### src/shared/sbl_consts.svh
// timing and field constants for the stack bus address and byte-lane block
`ifndef SBL_CONSTS_SVH
`define SBL_CONSTS_SVH
`define SBL_LA_MSB 23
`define SBL_LA_LSB 17
`define SBL_SA_MSB 19
`define SBL_IO_MSB 9
`define SBL_LANE_W 8
`define SBL_IO_ADDR_W 10
`define SBL_LA_W 7
`define SBL_SA_W 20
`define SBL_DATA_W 16
`define SBL_CMD_CYCLES 8
`define SBL_RECOVER_CYCLES 3
`endif

### src/shared/sbl_pkg.sv
// types shared by both ends of the stack bus address and byte-lane block
package sbl_pkg;
  typedef logic [6:0] sbl_la_t;
  typedef logic [19:0] sbl_sa_t;
  typedef logic [15:0] sbl_data_t;
  typedef logic [7:0] sbl_byte_t;
  typedef enum logic [1:0] {SBL_WORD, SBL_ODD_HI, SBL_EVEN_LO, SBL_ODD_LO} sbl_lane_e;
endpackage : sbl_pkg

### src/shared/sbl_bus_if.sv
// stack bus wires between the permanent master and an adapter board
`timescale 1ns/100ps
interface sbl_bus_if;
  import sbl_pkg::*;
  sbl_la_t laOut;
  logic laOe;
  sbl_sa_t saOut;
  logic saOe;
  logic byteHighEnOutN;
  logic byteHighEnOe;
  logic addrLatchEn;
  logic memStrobeN;
  logic ioStrobeN;
  logic writeDir;
  sbl_data_t dataOut;
  logic [1:0] dataOe;
  sbl_data_t devDataOut;
  logic [1:0] devDataOe;
  logic mem16CsN;
  logic altMasterN;
  modport master (
    output laOut, laOe, saOut, saOe, byteHighEnOutN, byteHighEnOe, addrLatchEn,
    output memStrobeN, ioStrobeN, writeDir, dataOut, dataOe,
    input devDataOut, devDataOe, mem16CsN, altMasterN
  );
  modport adapter (
    input laOut, laOe, saOut, saOe, byteHighEnOutN, byteHighEnOe, addrLatchEn,
    input memStrobeN, ioStrobeN, writeDir, dataOut, dataOe,
    output devDataOut, devDataOe, mem16CsN
  );
endinterface : sbl_bus_if

### src/logic/sbl_master.sv
// permanent bus master end: address drive and byte-lane steering
`timescale 1ns/100ps
// Notes on behaviour
// - LA[23:17] picks a 128KB block of 16MB
// - adapter sizes memory from LA lines only
// - master drives LA tri-state, releases for alternate
// - LA meaningless during I/O accesses
// - SA addresses 1MB; SA[9:0] is I/O
// - upper byte enable low for upper-lane bytes
// - upper byte enable driven tri-state
// - 8-bit boards use only the low lane
// - enable low, A0 low: word transfer
// - enable low, A0 high: odd byte upper
// - enable high, A0 low: even byte low
// - enable high, A0 high: odd byte low
// - address captured on latch enable fall
`include "sbl_consts.svh"
module sbl_master (
  // clock and reset
  input wire logic clk,
  input wire logic reset,
  // user request
  input wire logic reqValid,
  output logic reqReady,
  input wire logic reqMem,
  input wire logic reqWrite,
  input wire logic reqWide,
  input wire logic [23:0] reqAddr,
  input wire sbl_pkg::sbl_data_t reqWdata,
  // user answer
  output logic rspValid,
  output sbl_pkg::sbl_data_t rspRdata,
  output logic rspMem16,
  // bus
  sbl_bus_if.master bus
);
  import sbl_pkg::*;

  typedef enum {ST_IDLE, ST_ALE, ST_CMD, ST_DONE, ST_FLOAT} sbl_mst_e;

  ////////////////////////////////////////////////////////////////
  // lane decode: upper enable and address bit 0 pick the lane use
  function automatic sbl_lane_e laneOf(input logic enN, input logic bit0);
    sbl_lane_e sel;
    case ({enN, bit0})
      2'h0: sel = SBL_WORD;
      2'h1: sel = SBL_ODD_HI;
      2'h2: sel = SBL_EVEN_LO;
      default: sel = SBL_ODD_LO;
    endcase
    return sel;
  endfunction : laneOf

  ////////////////////////////////////////////////////////////////
  // synchronisers for pins from the far side
  logic [1:0] altSync_r;
  logic [1:0] cs16Sync_r;
  sbl_data_t rdSync1_r;
  sbl_data_t rdSync2_r;
  always_ff @(posedge clk)
  begin
    altSync_r <= {altSync_r[0], bus.altMasterN};
    cs16Sync_r <= {cs16Sync_r[0], bus.mem16CsN};
    rdSync1_r <= bus.devDataOut;
    rdSync2_r <= rdSync1_r;
  end
  wire altActive = ~altSync_r[1];

  ////////////////////////////////////////////////////////////////
  // lane selection from width and address bit 0
  wire a0 = reqAddr[0];
  // 8-bit transfers never assert the upper enable, so their odd bytes go low
  wire hiEnN = ~reqWide;
  sbl_lane_e lane;
  assign lane = laneOf(hiEnN, a0);
  wire wordCyc = (lane == SBL_WORD);
  wire oddHiCyc = (lane == SBL_ODD_HI);
  // byte cycles mirror the byte onto both lanes so 8-bit boards see it
  wire [15:0] wdata = wordCyc ? reqWdata : {reqWdata[7:0], reqWdata[7:0]};
  // the low lane always carries something; the upper one only with the enable
  wire [1:0] laneOe = {wordCyc | oddHiCyc, 1'b1};

  ////////////////////////////////////////////////////////////////
  // transfer sequencer
  // a far-side board passes every pin through two flip-flops, so the strobe
  // stays low long enough for its size report and read data to come back
  sbl_mst_e state_r, state_nxt;
  logic [3:0] cnt_r, cnt_nxt;
  logic memCyc_r, wrCyc_r;
  logic [1:0] lane_r;
  wire cntDone = (cnt_r == 4'h0);
  wire inIdle = (state_r == ST_IDLE);
  wire inCmd = (state_r == ST_CMD);
  wire taking = inIdle && !altActive && reqValid;
  wire cmdLast = inCmd && cntDone;
  wire doneLast = (state_r == ST_DONE) && cntDone;
  always_comb
  begin
    state_nxt = state_r;
    case (state_r)
      ST_IDLE:
        if (altActive)
          state_nxt = ST_FLOAT;
        else if (reqValid)
          state_nxt = ST_ALE;
      ST_ALE:
        state_nxt = ST_CMD;
      ST_CMD:
        if (cntDone)
          state_nxt = ST_DONE;
      // address and data stay put until the far side has taken a write
      ST_DONE:
        if (cntDone)
          state_nxt = ST_IDLE;
      // resume only once the alternate master lets go
      ST_FLOAT:
        if (!altActive)
          state_nxt = ST_IDLE;
      default:
        state_nxt = ST_IDLE;
    endcase
  end
  assign reqReady = inIdle && !altActive;

  // one counter times both the strobe and the recovery after it
  always_comb
  begin
    cnt_nxt = cntDone ? 4'h0 : cnt_r - 4'h1;
    if (state_r == ST_ALE)
      cnt_nxt = 4'(`SBL_CMD_CYCLES - 1);
    else if (cmdLast)
      cnt_nxt = 4'(`SBL_RECOVER_CYCLES - 1);
  end

  always_ff @(posedge clk)
  begin
    if (reset)
    begin
      state_r <= ST_IDLE;
      cnt_r <= 4'h0;
    end
    else
    begin
      state_r <= state_nxt;
      cnt_r <= cnt_nxt;
    end
  end

  ////////////////////////////////////////////////////////////////
  // request capture: fields are held on the pins until the next request
  always_ff @(posedge clk)
  begin
    if (reset)
    begin
      bus.laOut <= 7'h00;
      bus.saOut <= 20'h00000;
      bus.byteHighEnOutN <= 1'b1;
      bus.dataOut <= 16'h0000;
      memCyc_r <= 1'b0;
      wrCyc_r <= 1'b0;
      lane_r <= 2'h0;
    end
    else if (taking)
    begin
      // I/O cycles carry only ten address bits; LA left as zero
      bus.laOut <= reqMem ? reqAddr[`SBL_LA_MSB:`SBL_LA_LSB] : 7'h00;
      bus.saOut <= reqMem ? reqAddr[`SBL_SA_MSB:0] :
                   {10'h000, reqAddr[`SBL_IO_MSB:0]};
      bus.byteHighEnOutN <= hiEnN;
      bus.dataOut <= wdata;
      memCyc_r <= reqMem;
      wrCyc_r <= reqWrite;
      lane_r <= laneOe;
    end
  end

  ////////////////////////////////////////////////////////////////
  // answer capture
  always_ff @(posedge clk)
  begin
    if (reset)
    begin
      rspValid <= 1'b0;
      rspRdata <= 16'h0000;
      rspMem16 <= 1'b0;
    end
    else
    begin
      rspValid <= doneLast;
      // taken at the close of the strobe, once both pipelines have filled
      if (cmdLast)
      begin
        rspMem16 <= memCyc_r & ~cs16Sync_r[1];
        rspRdata <= rdSync2_r;
      end
    end
  end

  ////////////////////////////////////////////////////////////////
  // pin drive; address, byte enable and data drivers float while the alternate owns the bus; strobes and latch enable stay driven
  wire owning = (state_r != ST_FLOAT) && !altActive;
  assign bus.laOe = owning;
  assign bus.saOe = owning;
  assign bus.byteHighEnOe = owning;
  // held high for the whole alternate cycle
  assign bus.addrLatchEn = (state_r == ST_ALE) || !owning;
  assign bus.memStrobeN = ~(inCmd & memCyc_r);
  assign bus.ioStrobeN = ~(inCmd & ~memCyc_r);
  assign bus.writeDir = wrCyc_r;
  // write data goes out only on the lanes that the cycle uses
  wire dataDrive = owning && wrCyc_r && !inIdle;
  wire [1:0] laneDrive;
  genvar g;
  generate
    for (g = 0; g < 2; g++)
    begin : g_laneDrive
      assign laneDrive[g] = dataDrive & lane_r[g];
    end
  endgenerate
  assign bus.dataOe = laneDrive;
endmodule : sbl_master

### src/flat_wrapper.sv
// flat-port wrapper written by rule: the top's interface ports become plain ports
module sbl_master_flat import sbl_pkg::*;
  (clk, reset, reqValid, reqReady, reqMem, reqWrite, reqWide, reqAddr, reqWdata, rspValid, rspRdata, rspMem16, bus_laOut, bus_laOe, bus_saOut, bus_saOe, bus_byteHighEnOutN, bus_byteHighEnOe, bus_addrLatchEn, bus_memStrobeN, bus_ioStrobeN, bus_writeDir, bus_dataOut, bus_dataOe, bus_devDataOut, bus_devDataOe, bus_mem16CsN, bus_altMasterN);
  sbl_bus_if bus_i ();
  input wire logic clk;
  input wire logic reset;
  input wire logic reqValid;
  output logic reqReady;
  input wire logic reqMem;
  input wire logic reqWrite;
  input wire logic reqWide;
  input wire logic [23:0] reqAddr;
  input wire sbl_pkg::sbl_data_t reqWdata;
  output logic rspValid;
  output sbl_pkg::sbl_data_t rspRdata;
  output logic rspMem16;
  output wire logic [$bits(bus_i.laOut)-1:0] bus_laOut;
  output wire logic [$bits(bus_i.laOe)-1:0] bus_laOe;
  output wire logic [$bits(bus_i.saOut)-1:0] bus_saOut;
  output wire logic [$bits(bus_i.saOe)-1:0] bus_saOe;
  output wire logic [$bits(bus_i.byteHighEnOutN)-1:0] bus_byteHighEnOutN;
  output wire logic [$bits(bus_i.byteHighEnOe)-1:0] bus_byteHighEnOe;
  output wire logic [$bits(bus_i.addrLatchEn)-1:0] bus_addrLatchEn;
  output wire logic [$bits(bus_i.memStrobeN)-1:0] bus_memStrobeN;
  output wire logic [$bits(bus_i.ioStrobeN)-1:0] bus_ioStrobeN;
  output wire logic [$bits(bus_i.writeDir)-1:0] bus_writeDir;
  output wire logic [$bits(bus_i.dataOut)-1:0] bus_dataOut;
  output wire logic [$bits(bus_i.dataOe)-1:0] bus_dataOe;
  input wire logic [$bits(bus_i.devDataOut)-1:0] bus_devDataOut;
  input wire logic [$bits(bus_i.devDataOe)-1:0] bus_devDataOe;
  input wire logic [$bits(bus_i.mem16CsN)-1:0] bus_mem16CsN;
  input wire logic [$bits(bus_i.altMasterN)-1:0] bus_altMasterN;
  assign bus_laOut = bus_i.laOut;
  assign bus_laOe = bus_i.laOe;
  assign bus_saOut = bus_i.saOut;
  assign bus_saOe = bus_i.saOe;
  assign bus_byteHighEnOutN = bus_i.byteHighEnOutN;
  assign bus_byteHighEnOe = bus_i.byteHighEnOe;
  assign bus_addrLatchEn = bus_i.addrLatchEn;
  assign bus_memStrobeN = bus_i.memStrobeN;
  assign bus_ioStrobeN = bus_i.ioStrobeN;
  assign bus_writeDir = bus_i.writeDir;
  assign bus_dataOut = bus_i.dataOut;
  assign bus_dataOe = bus_i.dataOe;
  assign bus_i.devDataOut = bus_devDataOut;
  assign bus_i.devDataOe = bus_devDataOe;
  assign bus_i.mem16CsN = bus_mem16CsN;
  assign bus_i.altMasterN = bus_altMasterN;
  sbl_master u_core (.clk(clk), .reset(reset), .reqValid(reqValid), .reqReady(reqReady), .reqMem(reqMem), .reqWrite(reqWrite), .reqWide(reqWide), .reqAddr(reqAddr), .reqWdata(reqWdata), .rspValid(rspValid), .rspRdata(rspRdata), .rspMem16(rspMem16), .bus(bus_i));
endmodule
### config.mk
export PLATFORM = sky130hd
export DESIGN_NAME = sbl_master_flat
export DESIGN_NICKNAME = d
export VERILOG_FILES = /design/src/shared/sbl_pkg.sv /design/src/shared/sbl_bus_if.sv /design/src/logic/sbl_master.sv /design/src/flat_wrapper.sv
export VERILOG_INCLUDE_DIRS = /design/src /design/src/shared
export SDC_FILE = /design/constraint.sdc
export NUM_CORES = 1
export LEC_CHECK = 0
export ABC_AREA = 1
export BUFFER_PORTS_ARGS = -buffer_cell sky130_fd_sc_hd__buf_2
export CAP_MARGIN = 20
export CORE_MARGIN = 2
export CORE_UTILIZATION = 40
export CTS_CLUSTER_DIAMETER = 100
export DETAILED_ROUTE_END_ITERATION = 7
export HOLD_SLACK_MARGIN = 0.02
export PLACE_DENSITY = 0.8
export SETUP_SLACK_MARGIN = 0.3
export SYNTH_ARGS = -nofsm -noshare
export SYNTH_HDL_FRONTEND = slang
export SYNTH_SLANG_ARGS = --single-unit
### constraint.sdc
create_clock -name clk -period 2 [get_ports clk]
set_clock_uncertainty 0.2 [all_clocks]
set_input_delay 0.3 -clock clk [delete_from_list [all_inputs] [get_ports clk]]
set_output_delay 0.3 -clock clk [all_outputs]
set_load 0.005 [all_outputs]
=== Word level (Yosys, flattened, before mapping) ===
Index checks and enable logic that the tools add are counted.
Widths: inputs -> output; s select.

* $add $sub $neg: 1
* Equal/unequal tests: 15
* Mux-type cells: 13
* Bitwise logic cells: 11
* Reductions and logical operators: 17

{| class="wikitable"
|+ Operator list
! cell !! number
|-
| $mux 32 || 5
|-
| $pmux 32 s5 || 1
|-
| $eq 32x2->1 const B || 3
|-
| $eq 32x3->1 const B || 3
|-
| $logic_not 32->1 || 2
|-
| $eq 32x1->1 const B || 1
|-
| $ne 32x4->1 const B || 1
|-
| $mux 20 || 1
|-
| $mux 16 || 1
|-
| $mux 3 || 3
|-
| $logic_and 1x1->1 || 7
|-
| $mux 7 || 1
|-
| $ne 2x1->1 const B || 3
|-
| $pmux 2 s3 || 1
|-
| $and 1x1->1 || 5
|-
| $not 1->1 || 5
|-
| $eq 2x1->1 const B || 2
|-
| $logic_not 2->1 || 2
|-
| $logic_not 4->1 || 1
|-
| $reduce_and 4->1 || 1
|-
| $reduce_or 4->1 || 1
|-
| $sub 4x1->4 const B || 1
|-
| $ne 3x3->1 const B || 1
|-
| $eq 2x2->1 const B || 1
|-
| 3 further kinds || 4
|}

* Register bits: 138
* Input port bits: 66
* Output and inout bits: 72
* Logic and storage cells: 74

=== Depth between registers and ports, before layout ===
Gate-level depths: netlist of the first run.

* Depth in word-level cells: 5
* Depth in mapped cells: 9
* Depth with buffers taken out: 8

=== Worst setup path after synthesis of the first run ===
No wires, ideal clock.

* Path type: register to output
* Start point: register u_core.state_r[0]
* End point: output bus_dataOe[0]
* Arrival time: 1.053 ns
* Required time: 1.500 ns
* Path slack: 0.447 ns
* Stages on the path, launching flop included: 5
* Path buffers: 0
* Cell sequence: dfxtp_1 nor2_4 a21oi_1 nand3_1 nor2_1

* Longest elaborated chain between the ends: 5
* Elaborated cells between the ends (all ways): 7
* Classes of those cells: eq/ne (1); bitwise (1); reduce/logical (5)

{| class="wikitable"
|+ RTL lines
! what !! RTL line !! text
|-
| start, declared || sbl_master.sv:87 || <nowiki>sbl_mst_e state_r, state_nxt;</nowiki>
|-
| start signal, assigned || sbl_master.sv:144 || <nowiki>state_r <= state_nxt;</nowiki>
|-
| $ne 32x4->1 || sbl_master.sv:201 || <nowiki>wire owning = (state_r != ST_FLOAT) && !altActive;</nowiki>
|-
| $logic_and 1x1->1 || sbl_master.sv:201 ||
|-
| via bus_byteHighEnOe || flat_wrapper.sv:22 || <nowiki>output wire logic [$bits(bus_i.byteHighEnOe)-1:0] bus_byteHighEnOe;</nowiki>
|-
| $logic_and 1x1->1 (2 in a row) || sbl_master.sv:211 || <nowiki>wire dataDrive = owning && wrCyc_r && !inIdle;</nowiki>
|-
| $and 1x1->1 || sbl_master.sv:217 || <nowiki>assign laneDrive[g] = dataDrive & lane_r[g];</nowiki>
|-
| end, declared || flat_wrapper.sv:28 || <nowiki>output wire logic [$bits(bus_i.dataOe)-1:0] bus_dataOe;</nowiki>
|}

The timed path passes the listed nets, and every way through them passes these cells.

=== Worst setup path in the final report of the first run ===
* Start point: register u_core.state_r[1]
* End point: register u_core.bus.saOut[18]

* Longest elaborated chain between the ends: 3

{| class="wikitable"
|+ RTL lines
! what !! RTL line !! text
|-
| $logic_not 32->1 || sbl_master.sv:92 || <nowiki>wire inIdle = (state_r == ST_IDLE);</nowiki>
|-
| $logic_and 1x1->1 (2 in a row) || sbl_master.sv:94 || <nowiki>wire taking = inIdle && !altActive && reqValid;</nowiki>
|-
| end signal, assigned || sbl_master.sv:167 || <nowiki>bus.saOut <= reqMem ? reqAddr[`SBL_SA_MSB:0] :</nowiki>
|-
| end, declared || sbl_bus_if.sv:22 || <nowiki>output laOut, laOe, saOut, saOe, byteHighEnOutN, byteHighEnOe, addrLatchEn,</nowiki>
|}

Every way passes these cells.
A chain may end at the register's enable or synchronous reset.

==> results of run 1 <==
## layer usage
layer / share of wire (%) / vias up / global-route usage, % / wire length (µm)
li1: - / 1696 / - / -
met1: 40 / 1687 / 21.20 / 4299
met2: 53 / 142 / 34.12 / 5608
met3: 4.6 / 24 / 4.152 / 492
met4: 2.2 / 0 / 6.744 / 233
met5: 0 / - / 0 / 0
## worst max-delay path, stage by stage (launching register included)
cell and delay (ps):
dfxtp_4 380, nor2_4 210, buf_12 140, nand3_4 80, buf_6 150, nor2_8 230, buf_12 170, nand3_1 100
a21oi_2 160
## layout make-up
type / instances / area, µm² / share of cell area, %
Sequential cell: 106 / 2137 / 38.85
Timing Repair Buffer: 207 / 1486 / 27.02
Multi-Input combinational cell: 261 / 1476 / 26.84
Tap cell: 108 / 135.1 / 2.457
Clock buffer: 9 / 123.9 / 2.252
Clock inverter: 7 / 86.33 / 1.570
Inverter: 14 / 55.05 / 1.001
## where the power goes
group	total, mW	internal [mW]	switching (mW)	leakage (nW)
combinational	2.14	1.01	1.12	1.54
clock	1.36	0.518	0.840	0.107
sequential	2.68	2.45	0.232	0.877
## stage by stage
step / setup slack [ps] / instances
6_report: 123.6 / 712
5_1_grt: 62.85 / 712
4_1_cts: 163.9 / 701
3_5_place_dp: 333.6 / 628
3_3_place_gp: 383.8 / 628
2_1_floorplan: 446.8 / 403
## layout by cell type, fill, tap and decap left out, drive strengths merged, types with 2 or more instances in the layout
cell type	count
buf	153
dfxtp	106
nor2	102
nand2	53
dlygate4sd3	51
o21ai	45
nand3	28
a21oi	20
inv	18
clkbuf	12
clkinv	3
o22ai	2
nand4	2
ha	2
## cell families (layout without fill, tap and decap cells)
group                      count (synthesis)  count (layout)  share of synthesized area, %
adders and majority gates                  2               2                        0.7024
buffers and inverters                     38             237                         6.638
AOI/OAI and AO/OA                         68              68                         9.835
xor gates and xnor gates                   2               2                        0.4918
DFF                                      106             106                         59.57
and+or+nand+nor                          187             189                         22.76
## sequential cells by signal, summed over array words and instances (netlist names), 3 cells and up
signal,cells
u_core.bus.saOut,19
u_core.bus.dataOut,16
u_core.rdSync1_r,16
u_core.rdSync2_r,16
u_core.rspRdata,16
u_core.bus.laOut,5
u_core.cnt_r,4
u_core.state_r,3
## worst paths after layout
path / from / end / slack [ps] / cells past startpoint
worst max-delay path: u_core.state_r[1]$_SDFFE_PP0P_ / u_core.bus.saOut[18]$_SDFFE_PP0P_ / 120 / 8
worst max register to register: u_core.state_r[1]$_SDFFE_PP0P_ / u_core.bus.saOut[18]$_SDFFE_PP0P_ / 120 / 8
worst min-delay path: reqWdata[8] / u_core.bus.dataOut[8]$_SDFFE_PP0P_ / 90 / 5
worst min register to register: u_core.altSync_r[0]$_DFF_P_ / u_core.altSync_r[1]$_DFF_P_ / 130 / 0
## repair_timing
item,4_1_cts,5_1_grt
resized for setup,16,82
endpoints found under the setup margin,10,72
setup buffers,6,5
pin swaps,6,38
hold endpoints to repair,51,0
gates cloned,0,6
hold buffers,51,0
==> impl_metrics.csv, run 1 <==
group,metric,value,unit
run_status,status,"finished clean",
synth,synthDistinctLibCells,30,
floorplan,core_region_area,8678,µm²
clocking,cts_sinks,106,
drt,drtAntennaViolNets,0,
clocking,path_clk_slew,110,ps
final_layout,fillCellCount,690,
drt,vias,3549,
floorplan,dieArea,9677,µm²
placement,port_buffers,135,
timing,tightestPinTransition,483.0,ps
synth,synth-seq-area-share,59.57,%
synth,yosys_warnings,0,
synth,syn_nets,471,
synth,yosysTopAreaCellShare,59.57,%
timing,max_slew_margin,67.76,%
clocking,ctsRootBufferMaster,"clkbuf_8",
clocking,numCtsBuffers,9,
drt,drt_iter0_drc,125,
placement,hpwl,5.780,mm
final_layout,layout-drive-gt1-share,39.40,%
final_layout,post-route-cell-area,5500,µm²
global_route,grt_pass1_wl,14.70,mm
worst_setup_path,cp.required,2090,ps
run,maxCapViolations,0,
synth,synth.most_common_cell,"dfxtp_1",
pwr,total_power,6.179,mW
worst_setup_path,path_max_fanout,7,
drt,first_pass_iters,4,
synth,synth_top_area_cell,"dfxtp_1",
drt,wl_per_cell,14.94,µm
timing,rsz0062_at_grt,"yes",
clocking,cts_tree,"yes",
synth,synth-edff-count,0,
timing,hold_viol_final,0,
clocking,cts_max_level,3,
timing,fmax,0.5329,GHz
timing,finalSetupTns,0,ps
pwr,cellPowerDensity,1123,nW/µm²
floorplan,initial_utilization,41.05,%
global_route,grt_max_degree,47,
drt,finalWirelength,10.63,mm
placement,gp_congestion,0.8049,
synth,synth_flop_cell,"dfxtp_1",
global_route,grt_overflow_total,0,
final_layout,antenna_cells,0,
floorplan,rows,34,
floorplan,die_w,98.37,µm
synth,async_flop_share,0,%
pwr,peakVddDrop,0.6813,mV
timing,post-route-period-util,93.82,%
clocking,worst_skew_pair.late_latency,360,ps
worst_setup_path,crit_path_end_kind,"flip-flop",
clocking,cts_max_path_buffers,2,
hold_path,hold_path_class,"input pin to flip-flop",
synth,synthTopCellsByCount,"106 x dfxtp_1, 98 x nor2_1, 49 x nand2_1",
worst_setup_path,crit_arrival,1970,ps
final_layout,synthToLayoutAreaGrowth,54.41,%
drt,route.detailed.drc,0,
final_layout,final_core_util,63.38,%
placement,placed_area,4247,µm²
synth,avgSynthCellArea,8.839,µm²
pwr,power.leakage,2.525,nW
worst_setup_path,critPathKind,"flip-flop to flip-flop",
synth,synth.cell_area,3562,µm²
floorplan,io_pins,138,
global_route,grt_pass1_vias,3284,
drt,vias_per_cell,4.985,
global_route,grt.total_usage,18.65,%
worst_setup_path,start_kind,"flip-flop",
timing,final_max_slew_viol_count,0,
timing,hold_ws,92.27,ps
final_layout,layout.nets,667,
synth,netlist_top_cells_area,"dfxtp_1 60%, nor2_1 10%, o21ai_0 5.5%",
timing,final.min_clock_period,1876,ps
synth,ys_ff_latch,106,
global_route,antenna_found_initial,0,
synth,synthCells,403,
floorplan,die_h,98.37,µm
timing,setup_viol,0,
Note: power is estimated with default switching activity, not from simulation.
==> inputs of run 2 (changes only) <==
Settings changed: ABC_AREA 1 to 0, MAX_ROUTING_LAYER set to met4, PLACE_DENSITY 0.8 to 0.79.
==> run 2 against run 1 <==
Non-clock buffer count grew 6. Die area grew 4.1%. Final cell count shrank 5.1%. Sequential share of layout area grew 0.12 points. First-iteration DRC count shrank 6.4%. Cell area shrank 0.84%.
==> impl_metrics.csv, run 2 <==
group,metric,value,unit
synth,async_flop_share,0,%
final_layout,mostFrequentLayoutCells,"133 x buf_2, 103 x dfxtp_1, 50 x dlygate4sd3_1, 43 x a21oi_1, 29 x o21ai_1",
clocking,cts_tree,"yes",
synth,synthCells,373,
worst_setup_path,r2r_slack,80,ps
clocking,ctsRootBufferMaster,"clkbuf_8",
floorplan,io_pins,138,
placement,port_buffers,135,
global_route,top_usage_layer,"met2",
synth,yosys_warnings,0,
synth,synth-seq-area-share,57.12,%
clocking,cts_max_level,3,
pwr,combPwrFrac,21.6,%
synth,synth_xor_area_share,0.4715,%
synth,yosysTopAreaCellShare,57.12,%
hold_path,hp-start,"reqAddr[22]",
worst_setup_path,cp.required,1500,ps
pwr,power.leakage,2.351,nW
worst_setup_path,crit_path_end_kind,"primary output",
final_layout,multi_input_area,1440,µm²
placement,placed_cells,596,
clocking,cts_sinks,106,
final_layout,largest_reg_flops,19,
worst_setup_path,cp_num_buf_inv,2,
clocking,worst_skew_pair.late_latency,350,ps
clocking,cts_max_path_buffers,2,
timing,hold_viol_final,0,
placement,gp_congestion,0.8545,
global_route,antenna_found_initial,0,
synth,syn_nets,441,
synth,synth-edff-count,0,
floorplan,dieArea,10070,µm²
synth,synth_top_area_cell,"dfxtp_1",
synth,netlist_top_cells_area,"dfxtp_1 57%, o21ai_0 6.5%, a21oi_1 5.8%",
worst_setup_path,slowest_stage,"or4b_4",
synth,synth.area.mux_share,2.156,%
global_route,grt_use_met2,34.74,%
drt,drt_iter0_drc,117,
hold_path,min_path_cells,3,
worst_setup_path,cpPeakStageDelay,590,ps
synth,synth-compound-area-share,15.66,%
synth,synth_top_family_by_area,"simple AND/OR/NAND/NOR gates",
floorplan,core_region_area,9109,µm²
worst_setup_path,critPathKind,"flip-flop to primary output",
hold_path,hold_end,"u_core.bus.laOut[5]$_SDFFE_PP0P_",
final_layout,layout.nets,628,
global_route,grt_max_degree,44,
synth,avgSynthCellArea,9.959,µm²
synth,synth_flop_cell,"dfxtp_1",
timing,finalSetupTns,0,ps
final_layout,top_register,"u_core.bus.saOut",
global_route,grt.total_usage,20.14,%
timing,max_slew_margin,78.57,%
floorplan,rows,35,
drt,drtAntennaViolNets,0,
timing,fmax,0.5185,GHz
timing,final.min_clock_period,1928,ps
final_layout,antenna_cells,0,
drt,first_pass_iters,4,
synth,synth.most_common_cell,"dfxtp_1",
pwr,total_power,4.708,mW
synth,synth.cell_area,3715,µm²
pwr,p_int,3.332,mW
final_layout,final_common_cell,"buf_2",
clocking,numCtsBuffers,9,
worst_setup_path,path_delay_family,"simple AND/OR/NAND/NOR gates",
floorplan,initial_utilization,40.78,%
worst_setup_path,crit_arrival,1430,ps
worst_setup_path,r2r_cells,5,
drt,vias,3532,
timing,rsz0062_at_grt,"yes",
hold_path,hold_path_class,"input pin to flip-flop",
global_route,grt_pass1_vias,3327,
synth,synth-adder-area-share,0.6736,%
worst_setup_path,r2r-end,"u_core.bus.laOut[2]$_SDFFE_PP0P_",
timing,tightestPinTransition,321.5,ps
pwr,peakVddDrop,0.6952,mV
final_layout,layout-drive-gt1-share,36.28,%
synth,yosys.area_share.simple,17.88,%
run_status,status,"finished clean",
placement,hpwl,6.118,mm
global_route,grt_overflow_total,0,
global_route,grt_util_met1,23.78,%
pwr,switchingPower,1.375,mW
drt,route.detailed.drc,0,
timing,post-route-period-util,96.42,%
drt,vias_per_cell,5.225,
synth,ys_ff_latch,106,
timing,setup_viol,0,
global_route,use_met3,4.526,%
final_layout,fillCellCount,732,
final_layout,synthToLayoutAreaGrowth,46.82,%
timing,final_max_slew_viol_count,0,
final_layout,fin_cells,676,
floorplan,die_h,100.4,µm
pwr,seqPwrFrac,49.5,%
run,maxCapViolations,0,
pwr,netSwitchingFraction,29.21,%
worst_setup_path,start_kind,"flip-flop",
pwr,cellPowerDensity,863.2,nW/µm²
global_route,grt_pass1_wl,15.79,mm
final_layout,final-seq-area,2126,µm²
clocking,path_clk_slew,100,ps
synth,synthTopCellsByCount,"106 x dfxtp_1, 48 x o21ai_0, 43 x a21oi_1",
drt,finalWirelength,10.21,mm
worst_setup_path,rr_startpoint,"u_core.state_r[2]$_SDFFE_PP0P_",
drt,wl_per_cell,15.10,µm
floorplan,die_w,100.4,µm
worst_setup_path,cp_cell_sequence,"or4b_4 -> clkinv_8 -> buf_6",
worst_setup_path,path_max_fanout,2,
synth,synthDistinctLibCells,41,
pwr,clkPwrFrac,28.9,%
-- run 2: area by class of cell --
cell class / count / area share [%]
flip-flops and latches: 106 / 38.98
clock inverters: 7 / 1.537
repair inverters: 2 / 0.4588
multi-input cells: 224 / 26.41
clock buffers: 9 / 2.271
inverters: 4 / 0.5047
well taps: 111 / 2.546
repair buffers: 213 / 27.30
-- run 2: worst max-delay path by stage --
stage / from / end / slack (ps) / depth (start not counted)
after global routing: u_core.state_r[2]$_SDFFE_PP0P_ / u_core.bus.laOut[2]$_SDFFE_PP0P_ / 30 / 5
after CTS: u_core.state_r[0]$_SDFFE_PP0P_ / bus_addrLatchEn / 70 / 4
final: u_core.state_r[2]$_SDFFE_PP0P_ / reqReady / 70 / 3
after floorplan: u_core.state_r[1]$_SDFFE_PP0P_ / u_core.bus.byteHighEnOutN$_SDFFE_PP1P_ / 300 / 6
after detailed placement: u_core.state_r[1]$_SDFFE_PP0P_ / reqReady / 110 / 3
after global placement: u_core.state_r[1]$_SDFFE_PP0P_ / reqReady / 120 / 3
-- run 2: power by group through the flow --
stage / Combinational [mW] / Sequential (mW) / Clock [mW]
after global placement: 0.767 / 2.36 / 0
final: 1.02 / 2.33 / 1.36
after global routing: 1.13 / 2.34 / 1.50
after floorplan: 0.523 / 2.36 / 0
after detailed placement: 0.796 / 2.37 / 0
after CTS: 0.927 / 2.32 / 1.42
-- run 2: cells by family after synthesis --
| kind of cell | count (synthesis) |
|---|---|
| fa+ha+maj | 2 |
| xor+xnor | 2 |
| simple gates | 105 |
| compound gates | 107 |
| flops | 106 |
| mux | 8 |
| buf+inv | 43 |
-- run 2: what timing repair did --
item	in CTS	in global routing
pin swaps	6	8
hold buffers	50	0
buffers inserted	5	5
hold endpoints to repair	50	0
setup endpoints to repair	54	73
resized for setup	19	51
gates cloned	2	2
-- run 2: per-stage QoR --
step                hold slack, ps  util [%]  worst slack (ps)  instance area, µm²
floorplan                    109.6         -             297.3                3722
global placement             110.1     49.20             123.4                4482
detailed placement           112.1     49.20             105.3                4482
CTS                          22.37     58.35             65.23                5315
global route                 30.82     59.88             26.62                5454
finish                       49.81     59.88             71.54                5454
-- run 2: tightest hold or removal path: stages --
cell,delay [ps]
buf_2,100
nand4_1,90
a21oi_1,70
-- run 2: metal layers --
| layer | routed length, µm | share of wire (%) |
|---|---|---|
| met1 | 4262 | 42 |
| met2 | 5276 | 52 |
| met3 | 591 | 5.8 |
| met4 | 80 | 0.78 |
| met5 | 0 | 0 |
